File: src/prc_pkg.sv
package prc_pkg;

  // Clock and timing
  localparam int CLK_HZ       = 100_000_000;
  localparam int CLK_PER_US   = CLK_HZ / 1_000_000;
  localparam int TICK_NS      = 100_000;  // 0.1 ms filter step
  localparam int TICK_CYC     = (TICK_NS * CLK_PER_US + 999) / 1000;
  localparam int CLR_HOLD_US  = 200;      // least clear width
  localparam int CLR_HOLD_CYC = CLR_HOLD_US * CLK_PER_US;

  // Register byte offsets
  localparam logic [7:0] ADR_CTRL   = 8'h00;
  localparam logic [7:0] ADR_TC     = 8'h04;
  localparam logic [7:0] ADR_FREQ   = 8'h08;
  localparam logic [7:0] ADR_DAMP   = 8'h0C;
  localparam logic [7:0] ADR_ASSIGN = 8'h10;
  localparam logic [7:0] ADR_WIDTH  = 8'h14;
  localparam logic [7:0] ADR_STATUS = 8'h18;
  localparam logic [7:0] ADR_ERR    = 8'h1C;

  // Field positions
  localparam int CTRL_SECOND_BIT = 0;
  localparam int CTRL_VIB_BIT    = 1;
  localparam int STAT_DONE_BIT   = 0;
  localparam int STAT_INHIB_BIT  = 1;
  localparam int STAT_PEND_BIT   = 2;
  localparam int STAT_SECOND_BIT = 3;
  localparam int STAT_BUSY_BIT   = 4;

  // Reset values and limits
  localparam logic [12:0] TC_RST     = 13'h0000;
  localparam logic [12:0] TC_MAX     = 13'h1900;  // 6400
  localparam logic [9:0]  FREQ_RST   = 10'h3E8;   // 1000
  localparam logic [9:0]  FREQ_MIN   = 10'h00A;   // 10
  localparam logic [9:0]  FREQ_MAX   = 10'h3E8;   // 1000
  localparam logic [7:0]  DAMP_RST   = 8'h19;     // 25
  localparam logic [7:0]  DAMP_MAX   = 8'hC8;     // 200
  localparam logic [1:0]  ASSIGN_RST = 2'h0;
  localparam logic [15:0] WIDTH_RST  = 16'h000A;
  localparam int          ERR_W      = 24;
  localparam int          NUM_TERM   = 4;

  typedef enum logic [1:0] {
    MODE_SPEED  = 2'b00,
    MODE_POS    = 2'b01,
    MODE_TORQUE = 2'b11
  } prc_mode_t;

  typedef enum logic [1:0] {
    ST_RUN  = 2'b00,
    ST_WAIT = 2'b01,
    ST_LOAD = 2'b11
  } prc_adopt_t;

  typedef struct packed {
    logic step;
    logic fwd;
  } prc_step_t;

  typedef struct packed {
    logic        second;
    logic [12:0] tc;
  } prc_filt_t;

  typedef struct packed {
    logic       en;
    logic [9:0] freq;
    logic [7:0] damp;
  } prc_vib_t;

endpackage

File: src/prc_top.sv
`timescale 1ns/1ps
// Operation
// Filter type 0 selects first-order smoothing, 1 selects second-order.
// Filter constant 0..6400 in 0.1 ms, resets to 0, changes live; code adopts a new value only when quiet.
// New filter setting adopted only with no pulses and zero error.
// Host asserts clear to make a new filter setting effective.
// Smoothing reshapes timing only; total pulse count is kept.
// In position mode completion output low when done, else high.
// Completion indication routed to a chosen output terminal.
// Vibration suppression off when its digit is 0, on when 1.
// Vibration suppression works in speed and position modes only.
// Suppression frequency 10..1000 in 0.1 Hz, resets to 1000, live.
// Suppression damping 0..200, resets to 25.
// Suppression need only work for 5.0 to 50.0 Hz vibration.
// Inhibit in position mode stops counting and clamps the motor.
// Inhibit input low means inhibit on, high means normal counting.
// Host holds clear for more than 200 us.
// Host waits over 40 ms after servo on before first pulse.
// Zero filter constant passes pulses unchanged with no delay; code delays them two clocks, three in second order.
module prc_top
  import prc_pkg::*;
#(
  parameter int TICK_CYCLES = TICK_CYC,
  parameter int CLEAR_CYCLES = CLR_HOLD_CYC
)
(
  // Clock and reset
  input  wire logic                 clk_i,
  input  wire logic                 rst_i,
  // Wishbone slave
  input  wire logic                 wb_cyc_i,
  input  wire logic                 wb_stb_i,
  input  wire logic                 wb_we_i,
  input  wire logic [7:0]           wb_adr_i,
  input  wire logic [3:0]           wb_sel_i,
  input  wire logic [31:0]          wb_dat_i,
  output logic [31:0]               wb_dat_o,
  output logic                      wb_ack_o,
  // Host reference and control inputs
  input  wire prc_step_t            ref_i,
  input  wire logic                 pulse_inhibit_n_i,
  input  wire logic                 position_error_clear_i,
  input  wire logic                 servo_on_i,
  input  wire prc_mode_t            ctrl_mode_i,
  // Motor feedback
  input  wire prc_step_t            fb_i,
  // Drive side outputs
  output prc_step_t                 cmd_o,
  output logic signed [15:0]        vib_comp_o,
  output logic                      clamp_o,
  output logic [NUM_TERM-1:0]       out_term_n_o
);

  // Software registers
  prc_filt_t               filt_reg_ff;
  prc_filt_t               filt_act_ff;
  prc_vib_t                vib_reg_ff;
  logic [1:0]              assign_ff;
  logic [15:0]             width_ff;
  // Bus answer
  logic                    ack_ff;
  logic [31:0]             rdat_ff;
  // Core state
  prc_adopt_t              adopt_ff;
  prc_adopt_t              nxt_adopt;
  logic [15:0]             tick_cnt_ff;
  logic [15:0]             clr_cnt_ff;
  logic signed [ERR_W-1:0] err_ff;
  logic signed [15:0]      inc_ff;
  logic signed [15:0]      inc_smp_ff;
  prc_step_t               cmd_ff;
  logic                    clamp_ff;
  logic [NUM_TERM-1:0]     term_ff;
  // Stage links
  prc_step_t               lag1_out;
  prc_step_t               lag2_out;
  logic                    lag1_busy;
  logic                    lag2_busy;
  logic signed [15:0]      vib_comp;

  // Bus decode and byte lane merge
  wire        req_w   = wb_cyc_i && wb_stb_i && !ack_ff;
  wire        wr_w    = req_w && wb_we_i;
  wire [31:0] mask_w  = {{8{wb_sel_i[3]}}, {8{wb_sel_i[2]}},
                         {8{wb_sel_i[1]}}, {8{wb_sel_i[0]}}};
  wire        wr_ctrl = wr_w && (wb_adr_i == ADR_CTRL);
  wire        wr_tc   = wr_w && (wb_adr_i == ADR_TC);
  wire        wr_freq = wr_w && (wb_adr_i == ADR_FREQ);
  wire        wr_damp = wr_w && (wb_adr_i == ADR_DAMP);
  wire        wr_asg  = wr_w && (wb_adr_i == ADR_ASSIGN);
  wire        wr_wid  = wr_w && (wb_adr_i == ADR_WIDTH);

  // Current register words for merging
  wire [31:0] ctrl_cur = {30'h0, vib_reg_ff.en, filt_reg_ff.second};
  wire [31:0] tc_cur   = {19'h0, filt_reg_ff.tc};
  wire [31:0] freq_cur = {22'h0, vib_reg_ff.freq};
  wire [31:0] damp_cur = {24'h0, vib_reg_ff.damp};
  wire [31:0] asg_cur  = {30'h0, assign_ff};
  wire [31:0] wid_cur  = {16'h0, width_ff};
  wire [31:0] ctrl_new = (ctrl_cur & ~mask_w) | (wb_dat_i & mask_w);
  wire [31:0] tc_new   = (tc_cur & ~mask_w) | (wb_dat_i & mask_w);
  wire [31:0] freq_new = (freq_cur & ~mask_w) | (wb_dat_i & mask_w);
  wire [31:0] damp_new = (damp_cur & ~mask_w) | (wb_dat_i & mask_w);
  wire [31:0] asg_new  = (asg_cur & ~mask_w) | (wb_dat_i & mask_w);
  wire [31:0] wid_new  = (wid_cur & ~mask_w) | (wb_dat_i & mask_w);

  // Range clamps on written settings
  wire [12:0] tc_lim   = (tc_new > {19'h0, TC_MAX}) ? TC_MAX : tc_new[12:0];
  wire [9:0]  freq_lim = (freq_new > {22'h0, FREQ_MAX}) ? FREQ_MAX :
                         (freq_new < {22'h0, FREQ_MIN}) ? FREQ_MIN :
                         freq_new[9:0];
  wire [7:0]  damp_lim = (damp_new > {24'h0, DAMP_MAX}) ? DAMP_MAX :
                         damp_new[7:0];

  // Mode and reference qualification
  wire        pos_w    = (ctrl_mode_i == MODE_POS);
  wire        inhib_w  = pos_w && !pulse_inhibit_n_i;
  wire        take_w   = pos_w && servo_on_i && pulse_inhibit_n_i && ref_i.step;
  wire        tick_w   = (tick_cnt_ff == 16'(TICK_CYCLES - 1));
  wire        clr_w    = (clr_cnt_ff == 16'(CLEAR_CYCLES - 1));
  wire        busy_w   = lag1_busy || lag2_busy;
  wire        vib_en_w = vib_reg_ff.en && (ctrl_mode_i != MODE_TORQUE);

  // Filter staging and final command
  wire prc_step_t in1_w   = prc_step_t'{step: take_w, fwd: ref_i.fwd};
  wire prc_step_t in2_w   = filt_act_ff.second ? lag1_out : prc_step_t'(2'b00);
  wire prc_step_t final_w = filt_act_ff.second ? lag2_out : lag1_out;

  // Position error: command minus feedback
  wire signed [ERR_W-1:0] cmd_v = !cmd_ff.step ? '0 : cmd_ff.fwd ? 24'sd1 : -24'sd1;
  wire signed [ERR_W-1:0] fb_v  = !fb_i.step ? '0 : fb_i.fwd ? 24'sd1 : -24'sd1;
  wire [ERR_W-1:0]        err_mag = err_ff[ERR_W-1] ? 24'(-err_ff) : 24'(err_ff);

  // Completion: reference drained and error inside window
  wire done_w = pos_w && !busy_w && !cmd_ff.step &&
                (err_mag <= {8'h00, width_ff});

  // Quiet condition for adopting new filter settings
  wire quiet_w = !ref_i.step && (err_ff == '0) && !busy_w && !cmd_ff.step;

  // Read mux
  wire [31:0] stat_w = {27'h0, busy_w, filt_act_ff.second,
                        (adopt_ff != ST_RUN), inhib_w, done_w};
  wire [31:0] rd_w   = (wb_adr_i == ADR_CTRL)   ? ctrl_cur :
                       (wb_adr_i == ADR_TC)     ? tc_cur :
                       (wb_adr_i == ADR_FREQ)   ? freq_cur :
                       (wb_adr_i == ADR_DAMP)   ? damp_cur :
                       (wb_adr_i == ADR_ASSIGN) ? asg_cur :
                       (wb_adr_i == ADR_WIDTH)  ? wid_cur :
                       (wb_adr_i == ADR_STATUS) ? stat_w :
                       (wb_adr_i == ADR_ERR)    ? {{8{err_ff[ERR_W-1]}}, err_ff} :
                       32'h00000000;

  // Bus answer one cycle after the request
  always_ff @(posedge clk_i)
  begin
    if (rst_i)
    begin
      ack_ff  <= 1'b0;
      rdat_ff <= 32'h00000000;
    end
    else
    begin
      ack_ff  <= req_w;
      rdat_ff <= req_w ? rd_w : 32'h00000000;
    end
  end

  // Software settings; vibration values apply at once
  always_ff @(posedge clk_i)
  begin
    if (rst_i)
    begin
      filt_reg_ff <= prc_filt_t'{second: 1'b0, tc: TC_RST};
      vib_reg_ff  <= prc_vib_t'{en: 1'b0, freq: FREQ_RST, damp: DAMP_RST};
      assign_ff   <= ASSIGN_RST;
      width_ff    <= WIDTH_RST;
    end
    else
    begin
      if (wr_ctrl)
      begin
        filt_reg_ff.second <= ctrl_new[CTRL_SECOND_BIT];
        vib_reg_ff.en      <= ctrl_new[CTRL_VIB_BIT];
      end
      if (wr_tc)
        filt_reg_ff.tc <= tc_lim;
      if (wr_freq)
        vib_reg_ff.freq <= freq_lim;
      if (wr_damp)
        vib_reg_ff.damp <= damp_lim;
      if (wr_asg)
        assign_ff <= asg_new[1:0];
      if (wr_wid)
        width_ff <= wid_new[15:0];
    end
  end

  // Adoption sequencer for filter settings
  always_comb
  begin
    nxt_adopt = adopt_ff;
    case (adopt_ff)
      ST_RUN:
        if (filt_reg_ff != filt_act_ff)
          nxt_adopt = ST_WAIT;
      ST_WAIT:
        if (quiet_w)
          nxt_adopt = ST_LOAD;
      ST_LOAD:
        nxt_adopt = ST_RUN;
      default:
        nxt_adopt = ST_RUN;
    endcase
  end

  always_ff @(posedge clk_i)
  begin
    if (rst_i)
    begin
      adopt_ff    <= ST_RUN;
      filt_act_ff <= prc_filt_t'{second: 1'b0, tc: TC_RST};
    end
    else
    begin
      adopt_ff <= nxt_adopt;
      if (adopt_ff == ST_LOAD)
        filt_act_ff <= filt_reg_ff;
    end
  end

  // Filter step timer
  always_ff @(posedge clk_i)
  begin
    if (rst_i || tick_w)
      tick_cnt_ff <= 16'h0000;
    else
      tick_cnt_ff <= tick_cnt_ff + 16'h0001;
  end

  // Clear must be held long enough to register
  always_ff @(posedge clk_i)
  begin
    if (rst_i || !position_error_clear_i)
      clr_cnt_ff <= 16'h0000;
    else if (!clr_w)
      clr_cnt_ff <= clr_cnt_ff + 16'h0001;
  end

  // Error counter; a held clear zeroes it  //
  always_ff @(posedge clk_i)
  begin
    if (rst_i || clr_w)
      err_ff <= '0;
    else
      err_ff <= err_ff + cmd_v - fb_v;
  end

  // Per-step command increment feeding the load model
  always_ff @(posedge clk_i)
  begin
    if (rst_i)
    begin
      inc_ff     <= 16'sh0000;
      inc_smp_ff <= 16'sh0000;
    end
    else if (tick_w)
    begin
      inc_ff     <= 16'(cmd_v);
      inc_smp_ff <= inc_ff;
    end
    else
      inc_ff <= inc_ff + 16'(cmd_v);
  end

  // Registered drive outputs and terminal routing
  always_ff @(posedge clk_i)
  begin
    if (rst_i)
    begin
      cmd_ff   <= '0;
      clamp_ff <= 1'b0;
      term_ff  <= '1;
    end
    else
    begin
      cmd_ff   <= final_w;
      clamp_ff <= inhib_w;
      for (int i = 0; i < NUM_TERM; i++)
        term_ff[i] <= !(done_w && (assign_ff == 2'(i)));
    end
  end

  // First smoothing stage
  prc_lag u_lag1 (
    .clk_i   (clk_i),
    .rst_i   (rst_i),
    .flush_i (clr_w),
    .tick_i  (tick_w),
    .tc_i    (filt_act_ff.tc),
    .in_i    (in1_w),
    .out_o   (lag1_out),
    .busy_o  (lag1_busy)
  );

  // Second stage, fed only in second-order mode
  prc_lag u_lag2 (
    .clk_i   (clk_i),
    .rst_i   (rst_i),
    .flush_i (clr_w),
    .tick_i  (tick_w),
    .tc_i    (filt_act_ff.tc),
    .in_i    (in2_w),
    .out_o   (lag2_out),
    .busy_o  (lag2_busy)
  );

  // Load vibration model; tuned for 5..50 Hz loads  //
  prc_vib u_vib (
    .clk_i  (clk_i),
    .rst_i  (rst_i),
    .tick_i (tick_w),
    .en_i   (vib_en_w),
    .set_i  (vib_reg_ff),
    .inc_i  (inc_smp_ff),
    .comp_o (vib_comp)
  );

  assign wb_ack_o     = ack_ff;
  assign wb_dat_o     = rdat_ff;
  assign cmd_o        = cmd_ff;
  assign vib_comp_o   = vib_comp;
  assign clamp_o      = clamp_ff;
  assign out_term_n_o = term_ff;

endmodule // prc_top

File: src/prc_lag.sv
`timescale 1ns/1ps
module prc_lag
  import prc_pkg::*;
(
  // Clock and reset
  input  wire logic        clk_i,
  input  wire logic        rst_i,
  // Control
  input  wire logic        flush_i,
  input  wire logic        tick_i,
  input  wire logic [12:0] tc_i,
  // Pulse stream
  input  wire prc_step_t   in_i,
  output prc_step_t        out_o,
  output logic             busy_o
);

  logic signed [ERR_W-1:0] pend_ff;
  logic [31:0]             acc_ff;
  prc_step_t               out_ff;
  logic signed [ERR_W-1:0] nxt_pend;
  logic [31:0]             nxt_acc;

  // Pending count and release decision
  wire                     pass_w = (tc_i == 13'h0000);
  wire signed [ERR_W-1:0]  in_v   = !in_i.step ? '0 : in_i.fwd ? 24'sd1 : -24'sd1;
  wire                     neg_w  = pend_ff[ERR_W-1];
  wire [31:0]              mag_w  = 32'(neg_w ? -pend_ff : pend_ff);
  wire [31:0]              tc_w   = {19'h00000, tc_i};
  wire                     emit_w = !pass_w && (pend_ff != '0) && (acc_ff >= tc_w);
  wire signed [ERR_W-1:0]  out_v  = !emit_w ? '0 : neg_w ? -24'sd1 : 24'sd1;
  wire [31:0]              add_w  = tick_i ? mag_w : 32'h00000000;
  wire [31:0]              sub_w  = emit_w ? tc_w : 32'h00000000;

  // Released pulses drain the pending count; a flush zeroes it  //
  assign nxt_pend = (flush_i || pass_w) ? '0 : pend_ff + in_v - out_v;
  assign nxt_acc  = (flush_i || pend_ff == '0) ? 32'h00000000 : acc_ff + add_w - sub_w;

  // Zero constant passes pulses on unchanged, one clock later  //
  always_ff @(posedge clk_i)
  begin
    if (rst_i)
    begin
      pend_ff <= '0;
      acc_ff  <= 32'h00000000;
      out_ff  <= '0;
    end
    else
    begin
      pend_ff <= nxt_pend;
      acc_ff  <= nxt_acc;
      out_ff  <= pass_w ? in_i : prc_step_t'{step: emit_w, fwd: !neg_w};
    end
  end

  assign out_o  = out_ff;
  assign busy_o = (pend_ff != '0) || out_ff.step;

endmodule // prc_lag

File: src/prc_vib.sv
`timescale 1ns/1ps
module prc_vib
  import prc_pkg::*;
(
  // Clock and reset
  input  wire logic               clk_i,
  input  wire logic               rst_i,
  // Control
  input  wire logic               tick_i,
  input  wire logic               en_i,
  input  wire prc_vib_t           set_i,
  // Load model drive and output
  input  wire logic signed [15:0] inc_i,
  output logic signed [15:0]      comp_o
);

  logic signed [31:0] low_ff;
  logic signed [31:0] band_ff;

  // Resonator coefficients, Q16 frequency and Q8 damping
  wire signed [15:0]  f_w  = {4'h0, set_i.freq, 2'b00};
  wire signed [15:0]  q_w  = {7'h00, set_i.damp, 1'b0} + {9'h000, set_i.damp[7:1]};
  wire signed [31:0]  in_w = {inc_i, 16'h0000};
  wire signed [47:0]  qb_w = band_ff * q_w;
  wire signed [31:0]  hp_w = in_w - low_ff - 32'(qb_w >>> 8);
  wire signed [47:0]  fh_w = f_w * hp_w;
  wire signed [47:0]  fb_w = f_w * band_ff;

  // Load position estimate, cleared while disabled  //
  always_ff @(posedge clk_i)
  begin
    if (rst_i || !en_i)
    begin
      low_ff  <= 32'sh00000000;
      band_ff <= 32'sh00000000;
    end
    else if (tick_i)
    begin
      band_ff <= band_ff + 32'(fh_w >>> 16);
      low_ff  <= low_ff + 32'(fb_w >>> 16);
    end
  end

  assign comp_o = band_ff[31:16];

endmodule // prc_vib

File: config.mk
export PLATFORM = sky130hd
export DESIGN_NAME = prc_top
export DESIGN_NICKNAME = d
export VERILOG_FILES = /design/src/prc_pkg.sv /design/src/prc_top.sv /design/src/prc_lag.sv /design/src/prc_vib.sv
export SDC_FILE = /design/constraint.sdc
export NUM_CORES = 2
export LEC_CHECK = 0
export BUFFER_PORTS_ARGS = -buffer_cell sky130_fd_sc_hd__clkbuf_2
export CAP_MARGIN = 20
export CORE_MARGIN = 2
export CORE_UTILIZATION = 60
export CTS_CLUSTER_DIAMETER = 80
export CTS_CLUSTER_SIZE = 16
export DETAILED_ROUTE_END_ITERATION = 10
export PLACE_DENSITY = 0.8
export SYNTH_ARGS = -nofsm -noshare
export SYNTH_HDL_FRONTEND = slang
export SYNTH_SLANG_ARGS = --single-unit
File: constraint.sdc
create_clock -name clk_i -period 15.2 [get_ports clk_i]
set_input_delay 2.28 -clock clk_i [delete_from_list [all_inputs] [get_ports clk_i]]
set_output_delay 2.28 -clock clk_i [all_outputs]
set_load 0.02 [all_outputs]
==> results.toml <==
[timing]
hold_viol_final = 0
holdWs_ns = 0.4518
fin_crit_ns = 16.26
rsz0062_at_grt = "yes"
worst_pin_slew_ns = 0.9734
max_slew_margin_pct = 35.11
finClkSkew_ns = 0.02095
slew_violations = 0
clock.fmax_mhz = 61.50
finalCritPeriodShare_pct = 107.0
finalWorstSetupSlack_ns = -1.060
setup_viol = 14

[final_layout]
fin_area_sq_um = 68890
layout_common_cells = "inv_1, fa_1, nand2_1, ha_1, buf_4"
fillCellCount = 7757
drive_gt1_share_pct = 12.81
regArea_sq_um = 7363
final_nets = 9267
layout_commonest_cell = "inv_1"
multi_input_area_sq_um = 48910
fin_util_pct = 67.90
area_growth_syn_to_layout_pct = 12.56

[clocking]
cts_made_buffers = 31
cts_tree = "yes"
cts_root_buf = "clkbuf_16"
clk_latency_ns = 0.63
path_clk_slew_ns = 0.08
htree_num_levels = 1
cts_max_path_buffers = 3
clkSinkCount = 367

[setup_path]
arrival_ns = 16.79
r2r_setup_slack_ns = -1.06
critPathKind = "reg2reg"
crit_slowest_cell = "fa_1"
crit_fanout = 4
critPathTopFamily = "adder cells"
worstSetupEndpointType = "flop"
cp_slowest_stage_delay_ns = 0.60
path_common_cell = "fa_1"
worst_setup_path_start_kind = "flop"
critPathBufInv = 14
crit_required_ns = 15.73

[global_routing]
grt_usage_pct = 31.61
antenna_found_initial = 4
grt_max_degree = 81
grt_pass1_wl_mm = 267.7
first_global_vias = 53956
grt_overflow = 0

[die]
start_util_pct = 60.32
fp.dieH_um = 323.4
die_w_um = 323.4
fp.coreArea_sq_um = 101400
die_area_sq_um = 104600
io_pins = 114
rows = 117

[power]
p_leak_nw = 32.24
p_per_area_nw_per_um2 = 35.57
worst_ir_drop_vdd_mv = 0.09860

[route]
detail-route-antenna-nets = 0
drtIter0Drc = 3368
routed_wl_mm = 163.5
top_layer = "met5"
via_per_inst = 5.657
wl_met3_mm = 12.26
routedLengthMet1_mm = 61.35
drc_errors = 0
met2WireLength_mm = 80.25
dr_total_vias = 51250
wire_per_inst_um = 18.04
drt_first_pass_iters = 7

[synthesis]
syn_inst = 7256
synth_ff_type = "dfxtp_1"
ys_warn_count = 0
async_reset_ff_share_pct = 0
synth_seq_cells = 367
synth_edf_count = 0
yosysSeqAreaShare_pct = 12.01
ys_types = 93
synth_area_sq_um = 61200
synth.avg_cell_area_sq_um = 8.434

[hold_path]
hold_path.class = "reg2reg"

[place]
placed_area_sq_um = 66410
hpwl_mm = 127.7
portBuffers = 113
gp_congestion = 0.9863

[status]
outcome = "complete, but fails checks"
violations = "negative setup slack"

[job]
maxCapViolations = 0
-- final cells by class --
| cell class | count | share of cell area [%] |
|---|---|---|
| multi-input combinational | 5262 | 71.00 |
| clock inverter | 9 | 0.1489 |
| inverter | 1362 | 7.421 |
| tap | 1368 | 2.485 |
| antenna | 1 | 0.003633 |
| timing repair buffer | 654 | 7.082 |
| clock buffer | 37 | 1.173 |
| sequential | 367 | 10.69 |
-- synth_stat cells (12+ instances only) --
| cell type | count | area, sq um |
|---|---|---|
| nand2_1 | 804 | 3018 |
| xor2_1 | 151 | 1323 |
| a21oi_1 | 329 | 1647 |
| nand3_1 | 60 | 300.3 |
| ha_1 | 617 | 7720 |
| buf_1 | 12 | 45.04 |
| a211oi_1 | 32 | 240.2 |
| nor2b_1 | 110 | 688.2 |
| a31oi_1 | 21 | 131.4 |
| nand2b_1 | 88 | 550.5 |
| mux2i_1 | 43 | 430.4 |
| nor2_1 | 378 | 1419 |
| a21o_1 | 131 | 983.4 |
| dfxtp_1 | 367 | 7347 |
| o211ai_1 | 15 | 112.6 |
| nor4_1 | 29 | 181.4 |
| clkbuf_1 | 239 | 897.1 |
| fa_1 | 914 | 18300 |
| o21bai_1 | 30 | 225.2 |
| and3_1 | 43 | 269.0 |
| or2_2 | 20 | 125.1 |
| xnor2_1 | 259 | 2268 |
| nor3_1 | 98 | 490.5 |
| o21a_1 | 63 | 473.0 |
| buf_4 | 24 | 180.2 |
| inv_1 | 1362 | 5112 |
| or3_1 | 28 | 175.2 |
| a22oi_1 | 19 | 142.6 |
| o41ai_1 | 12 | 105.1 |
| and2_1 | 501 | 3134 |
| o31ai_1 | 32 | 240.2 |
| nand4_1 | 40 | 250.2 |
| o22ai_1 | 16 | 100.1 |
| o21ai_0 | 193 | 965.9 |
-- report_power, final --
group          internal (mW)  switching [mW]
Clock                  0.383           0.410
Sequential             0.991          0.0422
Combinational          0.275           0.350
-- logic make-up after synthesis --
family,Yosys count,synth area share [%]
other,1,0.006128
AO/OA/AOI/OAI,1014,10.64
flip-flops,367,12.01
adder cells (fa/ha/maj),1534,42.56
XOR/XNOR,411,5.913
buffers and inverters,1640,10.21
multiplexers,45,0.7401
AND/OR/NAND/NOR,2244,17.92
-- registers in the layout, indices dropped and copies added, names as in the netlist, 4 cells and up, named ones only --
name            flops
damp_cur            8
u_lag2.pend_ff     24
u_lag2.acc_ff      32
u_lag1.acc_ff      32
out_term_n_o        4
err_ff             24
filt_act_ff        14
freq_cur           10
u_lag1.pend_ff     24
wb_dat_o           24
filt_reg_ff        13
tick_cnt_ff        16
u_vib.low_ff       32
clr_cnt_ff         16
inc_smp_ff         16
u_vib.band_ff      32
inc_ff             16
-- metal layers --
metal	GRT usage (%)	vias up
met3	5.128	645
met2	55.75	1999
met5	0	-
li1	-	23552
met4	15.11	4
met1	37.49	25050
-- timing repair --
item                                    in CTS  in global routing
pin swaps                                   90                152
endpoints found under the setup margin      17                 20
resized for setup                           70                179
buffers inserted                            41                 39
hold buffers                                 0                  0
-- per-stage QoR --
step | std cells | total power [mW] | setup WS [ns] | TNS, ns
after floorplan | 7269 | 1.530 | -0.1908 | -0.1908
after global placement | 8947 | 1.641 | -0.9345 | -7.437
after detailed placement | 8947 | 1.665 | -1.099 | -10.99
after CTS | 9023 | 2.457 | -0.8135 | -4.615
after global routing | 9059 | 2.581 | -1.644 | -18.95
final | 9060 | 2.450 | -1.060 | -8.779
-- final timing paths --
path / endpoint / from / cells past startpoint
max: u_vib.band_ff[31]$_SDFFE_PP0P_ / damp_cur[0]$_SDFFE_PP1P_ / 78
min: tick_cnt_ff[0]$_SDFF_PP0_ / tick_cnt_ff[0]$_SDFF_PP0_ / 1
max reg2reg: u_vib.band_ff[31]$_SDFFE_PP0P_ / damp_cur[0]$_SDFFE_PP1P_ / 78
min reg2reg: tick_cnt_ff[0]$_SDFF_PP0_ / tick_cnt_ff[0]$_SDFF_PP0_ / 1
(Power assumes the default switching activity.)
